===== src/verilog/dbs_pkg.sv =====
// depth surface state decoder: shared constants, types and helpers
// assumes a 32-bit apb register bus and a single pclk domain
package dbs_pkg;

   // ==========================================================
   // register map, byte addresses of aligned words
   localparam int unsigned ADDR_W = 8;
   localparam logic [ADDR_W-1:0] OFS_DW1 = 8'h00;
   localparam logic [ADDR_W-1:0] OFS_DW2 = 8'h04;
   localparam logic [ADDR_W-1:0] OFS_DW3 = 8'h08;
   localparam logic [ADDR_W-1:0] OFS_CTRL = 8'h0C;
   localparam logic [ADDR_W-1:0] OFS_STATUS = 8'h10;
   localparam logic [ADDR_W-1:0] OFS_PITCH = 8'h14;
   localparam logic [ADDR_W-1:0] OFS_BASE = 8'h18;
   localparam logic [ADDR_W-1:0] OFS_EXTENT = 8'h1C;
   localparam logic [31:0] RST_WORD = 32'h0000_0000;

   // ==========================================================
   // command field positions and widths
   localparam int unsigned HIZ_BIT = 22;
   localparam int unsigned FMT_LO = 18;
   localparam int unsigned FMT_W = 3;
   localparam int unsigned PITCH_LO = 0;
   localparam int unsigned PITCH_W = 18;
   localparam int unsigned HEIGHT_LO = 18;
   localparam int unsigned HEIGHT_W = 14;
   localparam int unsigned WIDTH_LO = 4;
   localparam int unsigned WIDTH_W = 14;
   localparam int unsigned EXT_W = 15;
   localparam int unsigned PBYTES_W = 19;

   // ==========================================================
   // format codes and depth sizes
   localparam logic [FMT_W-1:0] FMT_CODE_FLOAT32 = 3'h1;
   localparam logic [FMT_W-1:0] FMT_CODE_UNORM24_PAD8 = 3'h3;
   localparam logic [FMT_W-1:0] FMT_CODE_UNORM16 = 3'h5;
   localparam logic [5:0] BITS_NONE = 6'h00;
   localparam logic [5:0] BITS_FLOAT32 = 6'h20;
   localparam logic [5:0] BITS_UNORM24 = 6'h18;
   localparam logic [5:0] BITS_UNORM16 = 6'h10;

   // ==========================================================
   // geometry limits
   localparam int unsigned PITCH_ALIGN_W = 7;
   localparam logic [PITCH_ALIGN_W-1:0] PITCH_ALIGN_ONES = 7'h7F;
   localparam logic [PITCH_W-1:0] PITCH_MAX_FIELD = 18'h1_FFFF;
   localparam logic [HEIGHT_W-1:0] HEIGHT_VOLUME_MAX = 14'h07FF;
   localparam logic [EXT_W-1:0] EXT_ONE = 15'h0001;
   localparam logic [PBYTES_W-1:0] PBYTES_ONE = 19'h0_0001;

   // ==========================================================
   // control and status bits
   localparam int unsigned CTRL_COMMIT_BIT = 0;
   localparam int unsigned CTRL_CLR_BIT = 1;
   localparam int unsigned ST_HIZ = 0;
   localparam int unsigned ST_KIND_LO = 1;
   localparam int unsigned ST_FMT_ERR = 4;
   localparam int unsigned ST_PITCH_ERR = 5;
   localparam int unsigned ST_VOL_OVER = 6;
   localparam int unsigned ST_VALID = 7;

   // ==========================================================
   // types
   typedef enum logic [1:0] {
      DBS_KIND_NONE,
      DBS_DEPTH_FLOAT32,
      DBS_DEPTH_UNORM24_PAD8,
      DBS_DEPTH_UNORM16
   } dbs_kind_e;

   typedef struct packed {
      logic hiz_defined;
      dbs_kind_e kind;
      logic [5:0] depth_bits;
      logic [PBYTES_W-1:0] pitch_bytes;
      logic [31:0] base_addr;
      logic [EXT_W-1:0] height;
      logic [EXT_W-1:0] width;
   } dbs_state_s;

   typedef struct packed {
      logic [PBYTES_W-1:0] pitch_bytes;
      logic [EXT_W-1:0] height;
      logic [EXT_W-1:0] width;
      logic pitch_bad;
      logic volume_over;
   } dbs_geom_s;

   // byte-lane merge for apb writes
   function automatic logic [31:0] dbs_merge(input logic [31:0] old_w,
                                             input logic [31:0] new_w,
                                             input logic [3:0] strb);
      logic [31:0] r;
      r = old_w;
      for (int i = 0; i < 4; i++) begin
         if (strb[i]) begin
            r[i*8 +: 8] = new_w[i*8 +: 8];
         end
      end
      return r;
   endfunction : dbs_merge

   function automatic logic dbs_mapped(input logic [ADDR_W-1:0] a);
      return (a == OFS_DW1) || (a == OFS_DW2) || (a == OFS_DW3) || (a == OFS_CTRL) ||
             (a == OFS_STATUS) || (a == OFS_PITCH) || (a == OFS_BASE) || (a == OFS_EXTENT);
   endfunction : dbs_mapped

endpackage : dbs_pkg


===== src/verilog/dbs_fmt_decode.sv =====
// depth surface state decoder: format code to depth kind
// purely combinational, fed from the staged command word
`timescale 1ns/10ps
module dbs_fmt_decode
   import dbs_pkg::*;
(
   // format code
   input wire logic [FMT_W-1:0] code,
   // decoded result
   output dbs_kind_e kind,
   output logic [5:0] depth_bits,
   output logic reserved
);

   // ==========================================================
   // decode
   always_comb begin
      kind = DBS_KIND_NONE;
      depth_bits = BITS_NONE;
      reserved = 1'b0;
      // format code map
      unique case (code)
         FMT_CODE_FLOAT32: begin
            kind = DBS_DEPTH_FLOAT32;
            depth_bits = BITS_FLOAT32;
         end
         FMT_CODE_UNORM24_PAD8: begin
            kind = DBS_DEPTH_UNORM24_PAD8;
            depth_bits = BITS_UNORM24;
         end
         FMT_CODE_UNORM16: begin
            kind = DBS_DEPTH_UNORM16;
            depth_bits = BITS_UNORM16;
         end
         // reserved codes flagged
         default: begin
            reserved = 1'b1;
         end
      endcase
   end

endmodule : dbs_fmt_decode


===== src/verilog/dbs_geom_decode.sv =====
// depth surface state decoder: pitch and extent fields
// purely combinational, fed from the staged command words
`timescale 1ns/10ps
module dbs_geom_decode
   import dbs_pkg::*;
(
   // raw fields
   input wire logic [PITCH_W-1:0] pitch_field,
   input wire logic [HEIGHT_W-1:0] height_field,
   input wire logic [WIDTH_W-1:0] width_field,
   // decoded result
   output dbs_geom_s geom
);

   // ==========================================================
   // decode
   always_comb begin
      // pitch minus one
      geom.pitch_bytes = {1'b0, pitch_field} + PBYTES_ONE;
      // pitch must be a 128 byte multiple within range
      geom.pitch_bad = (pitch_field[PITCH_ALIGN_W-1:0] != PITCH_ALIGN_ONES) ||
                       (pitch_field > PITCH_MAX_FIELD);
      // height minus one
      geom.height = {1'b0, height_field} + EXT_ONE;
      // surface kind unknown here, so only report the volume limit
      geom.volume_over = height_field > HEIGHT_VOLUME_MAX;
      // width minus one
      geom.width = {1'b0, width_field} + EXT_ONE;
   end

endmodule : dbs_geom_decode


===== src/verilog/dbs_decode.sv =====
// depth surface state decoder: apb register file and decoded state
// assumes an apb4 master on pclk and a pipeline that samples depth_state
//
// Summary of operation
// hiz enable marks auxiliary surface defined
// issuer sets hiz only in normal tiling
// issuer clears hiz without early depth
// format codes one, three, five decode
// pitch field is bytes minus one
// base address taken as full word
// issuer aligns linear base, uncached memory
// height field is height minus one
// issuer matches depth and target height
// width field is width minus one
// reserved bits ignored, reserved format rejected
`timescale 1ns/10ps
module dbs_decode
   import dbs_pkg::*;
(
   // clock and reset
   input wire logic pclk,
   input wire logic presetn,
   // apb slave
   input wire logic psel,
   input wire logic penable,
   input wire logic pwrite,
   input wire logic [ADDR_W-1:0] paddr,
   input wire logic [31:0] pwdata,
   input wire logic [3:0] pstrb,
   output logic [31:0] prdata,
   output logic pready,
   output logic pslverr,
   // decoded state to the pipeline
   output dbs_state_s depth_state,
   output logic state_load,
   output logic cfg_error
);

   // ==========================================================
   // bus strobes
   logic wr_en;
   logic rd_setup;
   logic commit_req;
   logic clear_req;
   logic commit_ok;

   assign wr_en = psel && penable && pwrite;
   assign rd_setup = psel && !penable && !pwrite;
   assign pready = 1'b1;
   assign pslverr = psel && penable && !dbs_mapped(paddr);
   assign commit_req = wr_en && (paddr == OFS_CTRL) && pstrb[0] && pwdata[CTRL_COMMIT_BIT];
   assign clear_req = wr_en && (paddr == OFS_CTRL) && pstrb[0] && pwdata[CTRL_CLR_BIT];

   // ==========================================================
   // staged command words
   logic [31:0] dw1_ff;
   logic [31:0] dw2_ff;
   logic [31:0] dw3_ff;
   logic [31:0] nxt_dw1;
   logic [31:0] nxt_dw2;
   logic [31:0] nxt_dw3;

   always_comb begin
      nxt_dw1 = dw1_ff;
      nxt_dw2 = dw2_ff;
      nxt_dw3 = dw3_ff;
      if (wr_en && (paddr == OFS_DW1)) begin
         nxt_dw1 = dbs_merge(dw1_ff, pwdata, pstrb);
      end
      if (wr_en && (paddr == OFS_DW2)) begin
         nxt_dw2 = dbs_merge(dw2_ff, pwdata, pstrb);
      end
      if (wr_en && (paddr == OFS_DW3)) begin
         nxt_dw3 = dbs_merge(dw3_ff, pwdata, pstrb);
      end
   end

   always_ff @(posedge pclk or negedge presetn) begin
      if (!presetn) begin
         dw1_ff <= RST_WORD;
         dw2_ff <= RST_WORD;
         dw3_ff <= RST_WORD;
      end else begin
         dw1_ff <= nxt_dw1;
         dw2_ff <= nxt_dw2;
         dw3_ff <= nxt_dw3;
      end
   end

   // ==========================================================
   // field decoders
   dbs_kind_e dec_kind;
   logic [5:0] dec_bits;
   logic dec_rsvd;
   dbs_geom_s dec_geom;

   dbs_fmt_decode u_fmt (
      .code(dw1_ff[FMT_LO +: FMT_W]),
      .kind(dec_kind),
      .depth_bits(dec_bits),
      .reserved(dec_rsvd)
   );

   dbs_geom_decode u_geom (
      .pitch_field(dw1_ff[PITCH_LO +: PITCH_W]),
      .height_field(dw3_ff[HEIGHT_LO +: HEIGHT_W]),
      .width_field(dw3_ff[WIDTH_LO +: WIDTH_W]),
      .geom(dec_geom)
   );

   // reserved format blocks the load
   assign commit_ok = commit_req && !dec_rsvd;

   // ==========================================================
   // decoded state
   dbs_state_s state_ff;
   dbs_state_s nxt_state;
   logic load_ff;
   logic nxt_load;

   always_comb begin
      nxt_state = state_ff;
      nxt_load = commit_ok;
      if (commit_ok) begin
         // hiz surface defined
         nxt_state.hiz_defined = dw1_ff[HIZ_BIT];
         nxt_state.kind = dec_kind;
         nxt_state.depth_bits = dec_bits;
         nxt_state.pitch_bytes = dec_geom.pitch_bytes;
         // full base address
         nxt_state.base_addr = dw2_ff;
         nxt_state.height = dec_geom.height;
         nxt_state.width = dec_geom.width;
      end
   end

   always_ff @(posedge pclk or negedge presetn) begin
      if (!presetn) begin
         state_ff <= '0;
         load_ff <= 1'b0;
      end else begin
         state_ff <= nxt_state;
         load_ff <= nxt_load;
      end
   end

   assign depth_state = state_ff;
   assign state_load = load_ff;

   // ==========================================================
   // status flags
   logic fmt_err_ff;
   logic pitch_err_ff;
   logic vol_over_ff;
   logic valid_ff;
   logic nxt_fmt_err;
   logic nxt_pitch_err;
   logic nxt_vol_over;
   logic nxt_valid;

   always_comb begin
      nxt_fmt_err = fmt_err_ff;
      nxt_pitch_err = pitch_err_ff;
      nxt_vol_over = vol_over_ff;
      nxt_valid = valid_ff;
      if (clear_req) begin
         nxt_fmt_err = 1'b0;
         nxt_pitch_err = 1'b0;
      end
      // reserved format sets error, set beats clear
      if (commit_req && dec_rsvd) begin
         nxt_fmt_err = 1'b1;
      end
      // pitch alignment and range check
      if (commit_ok && dec_geom.pitch_bad) begin
         nxt_pitch_err = 1'b1;
      end
      // volume height limit reported
      if (commit_ok) begin
         nxt_vol_over = dec_geom.volume_over;
         nxt_valid = 1'b1;
      end
   end

   always_ff @(posedge pclk or negedge presetn) begin
      if (!presetn) begin
         fmt_err_ff <= 1'b0;
         pitch_err_ff <= 1'b0;
         vol_over_ff <= 1'b0;
         valid_ff <= 1'b0;
      end else begin
         fmt_err_ff <= nxt_fmt_err;
         pitch_err_ff <= nxt_pitch_err;
         vol_over_ff <= nxt_vol_over;
         valid_ff <= nxt_valid;
      end
   end

   assign cfg_error = fmt_err_ff || pitch_err_ff;

   // ==========================================================
   // read data, captured in the setup cycle so access is zero wait
   logic [31:0] prdata_ff;
   logic [31:0] nxt_prdata;
   logic [31:0] status_word;

   always_comb begin
      status_word = RST_WORD;
      status_word[ST_HIZ] = state_ff.hiz_defined;
      status_word[ST_KIND_LO +: 2] = state_ff.kind;
      status_word[ST_FMT_ERR] = fmt_err_ff;
      status_word[ST_PITCH_ERR] = pitch_err_ff;
      status_word[ST_VOL_OVER] = vol_over_ff;
      status_word[ST_VALID] = valid_ff;
   end

   always_comb begin
      nxt_prdata = prdata_ff;
      if (rd_setup) begin
         unique case (paddr)
            OFS_DW1: nxt_prdata = dw1_ff;
            OFS_DW2: nxt_prdata = dw2_ff;
            OFS_DW3: nxt_prdata = dw3_ff;
            OFS_STATUS: nxt_prdata = status_word;
            OFS_PITCH: nxt_prdata = {13'h0000, state_ff.pitch_bytes};
            OFS_BASE: nxt_prdata = state_ff.base_addr;
            OFS_EXTENT: nxt_prdata = {1'b0, state_ff.height, 1'b0, state_ff.width};
            // ctrl is write only; unmapped reads zero
            default: nxt_prdata = RST_WORD;
         endcase
      end
   end

   always_ff @(posedge pclk or negedge presetn) begin
      if (!presetn) begin
         prdata_ff <= RST_WORD;
      end else begin
         prdata_ff <= nxt_prdata;
      end
   end

   assign prdata = prdata_ff;

   // ==========================================================
   // checks
   a_hiz_on_load: assert property (@(posedge pclk) disable iff (!presetn)
      commit_ok |=> (depth_state.hiz_defined == $past(dw1_ff[HIZ_BIT])) && state_load)
      else $error("hiz flag not loaded");

   a_fmt_float32: assert property (@(posedge pclk) disable iff (!presetn)
      commit_req && (dw1_ff[FMT_LO +: FMT_W] == FMT_CODE_FLOAT32)
      |=> (depth_state.kind == DBS_DEPTH_FLOAT32) && (depth_state.depth_bits == BITS_FLOAT32))
      else $error("float32 format decoded wrong");

   a_fmt_unorm: assert property (@(posedge pclk) disable iff (!presetn)
      commit_req && (dw1_ff[FMT_LO +: FMT_W] == FMT_CODE_UNORM16)
      |=> (depth_state.kind == DBS_DEPTH_UNORM16) && (depth_state.depth_bits == BITS_UNORM16))
      else $error("unorm16 format decoded wrong");

   a_pitch_plus_one: assert property (@(posedge pclk) disable iff (!presetn)
      commit_ok |=> depth_state.pitch_bytes ==
      ({1'b0, $past(dw1_ff[PITCH_LO +: PITCH_W])} + PBYTES_ONE))
      else $error("pitch bytes wrong");

   a_pitch_flag: assert property (@(posedge pclk) disable iff (!presetn)
      commit_ok && (dw1_ff[PITCH_ALIGN_W-1:0] != PITCH_ALIGN_ONES) |=> pitch_err_ff [*2])
      else $error("misaligned pitch not flagged");

   a_base_word: assert property (@(posedge pclk) disable iff (!presetn)
      commit_ok |=> depth_state.base_addr == $past(dw2_ff))
      else $error("base address not loaded");

   a_height_ext: assert property (@(posedge pclk) disable iff (!presetn)
      commit_ok |=> (depth_state.height ==
      ({1'b0, $past(dw3_ff[HEIGHT_LO +: HEIGHT_W])} + EXT_ONE)) &&
      (vol_over_ff == ($past(dw3_ff[HEIGHT_LO +: HEIGHT_W]) > HEIGHT_VOLUME_MAX)))
      else $error("height decode wrong");

   a_width_ext: assert property (@(posedge pclk) disable iff (!presetn)
      commit_ok |=> depth_state.width ==
      ({1'b0, $past(dw3_ff[WIDTH_LO +: WIDTH_W])} + EXT_ONE))
      else $error("width decode wrong");

   a_rsvd_keeps: assert property (@(posedge pclk) disable iff (!presetn)
      commit_req && dec_rsvd |=> $stable(depth_state) && fmt_err_ff && !state_load)
      else $error("reserved format changed state");

   a_fmt_unorm24: assert property (@(posedge pclk) disable iff (!presetn)
      commit_req && (dw1_ff[FMT_LO +: FMT_W] == FMT_CODE_UNORM24_PAD8)
      |=> (depth_state.kind == DBS_DEPTH_UNORM24_PAD8) &&
      (depth_state.depth_bits == BITS_UNORM24))
      else $error("unorm24 format decoded wrong");

   a_pitch_range: assert property (@(posedge pclk) disable iff (!presetn)
      commit_ok && (dw1_ff[PITCH_LO +: PITCH_W] > PITCH_MAX_FIELD) |=> pitch_err_ff)
      else $error("oversize pitch not flagged");

   a_load_pulse: assert property (@(posedge pclk) disable iff (!presetn)
      state_load |-> $past(commit_ok))
      else $error("load pulse without commit");

   a_clear_flags: assert property (@(posedge pclk) disable iff (!presetn)
      clear_req && !commit_req |=> !cfg_error)
      else $error("error flags not cleared");

endmodule : dbs_decode


===== config.mk =====
export PLATFORM = sky130hd
export DESIGN_NAME = dbs_decode
export DESIGN_NICKNAME = d
export VERILOG_FILES = /design/src/verilog/dbs_pkg.sv /design/src/verilog/dbs_fmt_decode.sv /design/src/verilog/dbs_geom_decode.sv /design/src/verilog/dbs_decode.sv
export SDC_FILE = /design/constraint.sdc
export NUM_CORES = 1
export LEC_CHECK = 0
export BUFFER_PORTS_ARGS = -buffer_cell sky130_fd_sc_hd__buf_4
export CORE_MARGIN = 5
export CORE_UTILIZATION = 35
export DETAILED_ROUTE_END_ITERATION = 10
export PLACE_DENSITY = 0.53
export SLEW_MARGIN = 25
export SYNTH_ARGS = -nofsm -noshare
export SYNTH_HDL_FRONTEND = slang
export SYNTH_SLANG_ARGS = --single-unit
export TNS_END_PERCENT = 100

===== constraint.sdc =====
create_clock -name pclk -period 1.65 [get_ports pclk]
set_clock_uncertainty 0.2 [all_clocks]
set_input_delay 0.0825 -clock pclk [delete_from_list [all_inputs] [get_ports pclk]]
set_output_delay 0.0825 -clock pclk [all_outputs]
set_load 0.005 [all_outputs]

==> flow_summary.ini, run 1 <==
[sta]
rsz0062_at_grt = yes
drv_slew = 0
worst_pin_slew_ns = 0.555
hold_viol = 0
setup_viol = 8
fin_crit_sh_pct = 104
fmax_mhz = 582
finalSetupTns_ns = -0.251
slew_headroom_pct = 63.0
post-route-min-period_ns = 1.72
fin_ws_ns = -0.0679

[synth]
postSynth.asyncResetShare_pct = 100
synth_adder_area_share_pct = 0.359
synth_compound_area_share_pct = 8.91
synth_seq_cells = 219
ys_types = 61
yosys.area.top_type = dfrtp_1
synth_top_family_by_area = multiplexers
synthMuxAreaShare_pct = 21.2
synth_xor_xnor_area_share_pct = 3.35
synth.area.top_cells = dfrtp_1 52%, mux2_2 16%, mux2i_1 3.8%, nand2_1 3.7%, o21ai_0 3.5%
syn_area_um2 = 10400
yosys.area_share.simple_pct = 10.8
synth_top_area_share_pct = 52.5
synth.avg_cell_area_um2 = 11.6
syn_inst = 898
synth-main-ff-cell = dfrtp_1
synth_edf_count = 0
seq_area_frac_synth_pct = 52.5
synth_warnings = 0

[die]
die_area_um2 = 33400
die_w_um = 183
initial_core_util_pct = 35.3
dieHeight_um = 183
io_pins = 175
core_area_um2 = 29600
fp-row-count = 63

[layout]
drive_above_1_share_pct = 47.2
area_delta_synth_final_pct = 46.2
nFillCells = 2615
postLayoutCellArea_um2 = 15300
n_antenna_cell = 0
final_nets = 1302

[clock_tree]
cts-root-buf = clkbuf_16
clk_latency_ns = 0.53
cts_made_buffers = 26
cts_tree = yes
clkSlewWorstSetupHoldPaths_ns = 0.06
h-tree-depth = 1
clock_sinks = 219
ctsLongestPathBuffers = 3

[worst_setup_path]
worstPathMaxFanout = 4
criticalPathCategory = flip-flop to flip-flop
r2r_cells = 5
endpoint_kind = flip-flop
start_kind = flip-flop
worstPathRequired_ns = 1.91
slowest_stage = or4_1
crit_chain = ha_2 -> buf_4 -> nand2_2 -> or4_1 -> o21ai_1
slowest_delay_ns = 0.51
worstPathArrival_ns = 1.98

[routing]
drt-wirelength-per-cell_um = 21.2
first_iter_violations = 506
drc = 0
vias = 8469
ant_nets = 0
drt-total-wl_um = 35200
viasPerCell = 5.10
first_pass_iters = 5

[placement]
placed_area_um2 = 13600
gp_congestion = 0.844
hpwl_um = 25200
io_buffers = 170

[job]
drv_cap = 0

[outcome]
violations = negative setup slack
status = finished, violations left

[global_routing]
antenna_found_initial = 0
gr-usage-all-layers_pct = 20.2
grt_pass1_wl_um = 53000
grt_max_degree = 57
grt_pass1_vias = 8785
grt-ovfl-total = 0

[power_and_ir_drop]
power.leakage_uw = 0.00741
p_per_area_nw_per_um2 = 778
vdd_drop_max_uv = 747

[hold_path]
hold_path_depth = 6
hold_class = input pin to flip-flop
cells in the mapped netlist, types with 4 or more instances:
cell type,n
dfrtp_1,219
mux2_2,150
nand2_1,103
o21ai_0,72
mux2i_1,40
nor2_1,30
nand3_1,27
clkbuf_1,25
xor2_1,23
inv_1,17
xnor2_1,17
a222oi_1,15
a22o_1,15
buf_2,13
a21oi_1,12
nor2_2,11
and3_1,10
nand4_1,8
nor3_1,7
o22ai_1,7
buf_4,6
and2_1,5
and4_1,4
mux4_2,4
nor2b_1,4
critical path: cells and delay by family (launching register included):
family | cells | cell delay [ns]
simple gates | 2 | 0.56
compound gates | 1 | 0.13
flops | 1 | 0.43
buf+inv | 1 | 0.11
fa+ha+maj | 1 | 0.22
cells by family after synthesis:
family / after synthesis
buffers and inverters: 66
AO/OA/AOI/OAI: 143
adder cells (fa/ha/maj): 3
other: 2
AND/OR/NAND/NOR: 229
flip-flops: 219
multiplexers: 196
XOR/XNOR: 40
metrics by stage:
stage | instances | hold WS [ns] | utilization (%) | power (uW) | setup slack (ns)
after floorplan | 900 | -0.413 | - | 5710 | -0.147
after global placement | 1561 | -0.235 | 45.9 | 6130 | -0.415
after detailed placement | 1561 | -0.234 | 45.9 | 6140 | -0.434
after CTS | 1649 | 0.0290 | 50.7 | 12000 | -0.0610
after global routing | 1659 | 0.0491 | 51.6 | 12300 | -0.132
final | 1659 | 0.0377 | 51.6 | 11900 | -0.0679
metal layers:
| layer | GRT usage (%) | wire, um |
|---|---|---|
| met1 | 28.8 | 16200 |
| met2 | 33.2 | 16600 |
| met3 | 2.84 | 1740 |
| met4 | 3.93 | 645 |
| met5 | 0 | 0 |
area by class of cell:
type | count | area (um2) | area share, %
timing repair buffer | 371 | 3270 | 21.4
inverter | 17 | 63.8 | 0.418
tap | 390 | 488 | 3.20
clock buffer | 41 | 808 | 5.29
clock inverter | 6 | 61.3 | 0.402
multi-input combinational | 615 | 5090 | 33.3
sequential | 219 | 5480 | 35.9
sequential cells by signal (all words and copies together) (netlist names):
signal	cells
depth_state	86
dw1_ff	32
dw2_ff	32
dw3_ff	32
prdata	32
fmt_err_ff	1
pitch_err_ff	1
state_load	1
valid_ff	1
vol_over_ff	1
placed cells by master (no fill, tap or decap), types with 5 or more instances in the layout:
cell type and n:
and3_1 5, inv_1 17, clkbuf_16 31, xnor2_1 12, dfrtp_1 217, and2_1 5
clkbuf_8 8, nor3_4 5, nand4_1 8, o22ai_1 7, nand3_1 18, nor2_2 6
clkbuf_1 6, mux2_2 125, a21oi_1 12, mux2i_1 40, dlygate4sd3_1 37, o21ai_1 34
buf_12 21, a222oi_1 15, nand3_2 6, nor2_4 9, mux2_4 27, o21ai_0 38
nor2_1 26, buf_4 298, nand2_1 99, a22o_1 15, buf_6 9, xor2_1 21
power breakdown:
group          internal, uW  total [uW]  leakage [uW]  switching, uW
Combinational           307         704       0.00393            396
Clock                  3500        5770      0.000427           2270
Sequential             5390        5410       0.00306           17.1
Total                  9200       11900       0.00741           2680
final timing paths:
path                            from  slack, ns         endpoint
hold reg to reg             valid_ff       0.28         valid_ff
hold / removal              paddr[0]       0.04  depth_state[87]
max in group asynchronous    presetn       0.30       dw1_ff[25]
setup reg to reg           dw1_ff[0]      -0.07  depth_state[80]
min in group asynchronous    presetn       0.34        dw3_ff[5]
setup / recovery           dw1_ff[0]      -0.07  depth_state[80]
repair_timing:
action,CTS,global route
pin swaps,15,26
endpoints found under the hold margin,326,0
setup endpoints to repair,23,63
buffers inserted,4,7
cloned,0,4
resized for setup,45,32
hold buffers,37,0
Power figures use the tool's default switching activity.
==> run 2, diff against run 1 <==
--- a/config.mk
+++ b/config.mk
@@ -6,7 +6,6 @@
 export NUM_CORES = 1
 export LEC_CHECK = 0
 export BUFFER_PORTS_ARGS = -buffer_cell sky130_fd_sc_hd__buf_4
-export CORE_MARGIN = 5
 export CORE_UTILIZATION = 35
 export DETAILED_ROUTE_END_ITERATION = 10
 export PLACE_DENSITY = 0.53
==> flow_summary.ini, run 2 (synthesis gave the netlist of run 1 again) <==
[outcome]
status = finished, violations left
violations = negative setup slack

[routing]
vias = 8233
dr.max_layer_used = met4
met3_wirelength_um = 1510
first_pass_iters = 7
first_iter_violations = 506
drt-total-wl_um = 33500
drt-wirelength-per-cell_um = 20.5
met1_length_um = 16000
drc = 0
wl_met2_um = 15400
viasPerCell = 5.05
ant_nets = 0

[power_and_ir_drop]
pwr-share-seq_pct = 46.9
vdd_drop_max_uv = 647
p_clk_share_pct = 47.1
combPwrFrac_pct = 6.0
intPower_uw = 8840
power.leakage_uw = 0.00727
power_switching_uw = 2700
swShare_pct = 23.4
power.total_uw = 11500
p_per_area_nw_per_um2 = 769

[global_routing]
grt-ovfl-total = 0
grt_max_degree = 59
antenna_found_initial = 1
grt_pass1_vias = 8412
gr-usage-all-layers_pct = 22.0
grt_pass1_wl_um = 51300

[sta]
rsz0062_at_grt = yes
drv_slew = 0
fin_ws_ns = -0.0439
hold_viol = 0
worst_pin_slew_ns = 0.539
fmax_mhz = 590
slew_headroom_pct = 64.0
post-route-min-period_ns = 1.69
finalSetupTns_ns = -0.112
setup_viol = 6
fin_crit_sh_pct = 103

[placement]
gp_congestion = 0.856
dp_cells = 1537
io_buffers = 170
hpwl_um = 23900
pre_cts_slack_ns = -0.479

[layout]
regArea_um2 = 5480
nFillCells = 2640
largest_register_ffs = 86
n_antenna_cell = 0
drive_above_1_share_pct = 45.9
post-route-util_pct = 51.7
final_cells = 1631
multi_input_area_um2 = 5050
final_nets = 1280
area_delta_synth_final_pct = 43.7
final_common_cell = buf_4
final_cell_mix = 275 x buf_4, 217 x dfrtp_1, 126 x mux2_2

[worst_setup_path]
reg2reg_to = depth_state[75]
r2r_slack_ns = -0.04
slowest_delay_ns = 0.48
start_kind = flip-flop
crit_buf_inv = 0
endpoint_kind = flip-flop
worstPathArrival_ns = 1.90
worstPathRequired_ns = 1.86
crit_chain = nand2_1 -> or3_4 -> nor3_4 -> xnor2_1 -> o21ai_1
worstPathMaxFanout = 5
slowest_stage = or3_4
r2r_cells = 5
criticalPathCategory = flip-flop to flip-flop
cp_top_family = simple AND/OR/NAND/NOR gates
r2r-start = dw1_ff[1]

[clock_tree]
clkSlewWorstSetupHoldPaths_ns = 0.06
cts-root-buf = clkbuf_16
h-tree-depth = 1
clock_sinks = 219
cts_tree = yes
ctsLongestPathBuffers = 3
cts_made_buffers = 26
clk_latency_ns = 0.53

[hold_path]
hold_path_depth = 5
hold_class = input pin to flip-flop
hold_start = paddr[0]
min_to = prdata[31]

[die]
die_area_um2 = 30500
io_pins = 175
die_w_um = 175
fp-row-count = 62
core_area_um2 = 29000
dieHeight_um = 175
initial_core_util_pct = 36.0

[job]
drv_cap = 0
[run 2: cell types whose count changed in the layout (fill, tap and decap cells not counted), sizes merged]
cell    change
clkinv      +1
bufinv      -1
inv         +1
buf        -19
clkbuf      -4
[run 2: worst register-to-register path: cells and delay by family (launching register included)]
kind	cells	cell delay [ns]
AO/OA/AOI/OAI	1	0.07
flip-flops	1	0.42
AND/OR/NAND/NOR	3	0.75
XOR/XNOR	1	0.14
[run 2: power by group through the flow]
stage               registers (uW)  clock network (uW)  logic (uW)
floorplan                     5500                   0         203
global placement              5500                   0         625
detailed placement            5500                   0         627
CTS                           5410                5540         701
global route                  5410                5750         753
finish                        5410                5430         696
[run 2: worst max path at each step]
stage,start,end,cells past startpoint
after global routing,dw1_ff[2],depth_state[74],7
after floorplan,penable,prdata[15],7
after global placement,paddr[5],prdata[15],6
after detailed placement,paddr[5],prdata[15],6
final,dw1_ff[1],depth_state[75],5
after CTS,dw1_ff[2],depth_state[74],7
[run 2: metrics by stage]
| stage | hold slack, ns | cell area [um2] |
|---|---|---|
| 2_1_floorplan | -0.413 | 10700 |
| 3_3_place_gp | -0.223 | 13500 |
| 3_5_place_dp | -0.222 | 13500 |
| 4_1_cts | 0.000911 | 14800 |
| 5_1_grt | 0.0525 | 15000 |
| 6_report | 0.0206 | 15000 |
[run 2: cell type report]
type / count / area share [%]
Tap cell: 384 / 3.20
Clock inverter: 7 / 0.350
Sequential cell: 219 / 36.5
Timing Repair Buffer: 349 / 20.8
Inverter: 17 / 0.425
Multi-Input combinational cell: 615 / 33.7
Clock buffer: 40 / 5.02
[run 2: repair_timing]
item                                    4_1_cts  5_1_grt
pin swaps                                     6       17
cloned                                        0        1
hold endpoints to repair                    328        0
gates resized for setup                      25       42
endpoints found under the setup margin       20       44
setup buffers                                 5        4
hold buffers                                 37        0
[run 2: routing by layer]
layer	GRT usage [%]	vias up
li1	-	3894
met1	32.1	4090
met2	34.6	212
met3	3.07	37
met4	4.67	0
met5	0	-
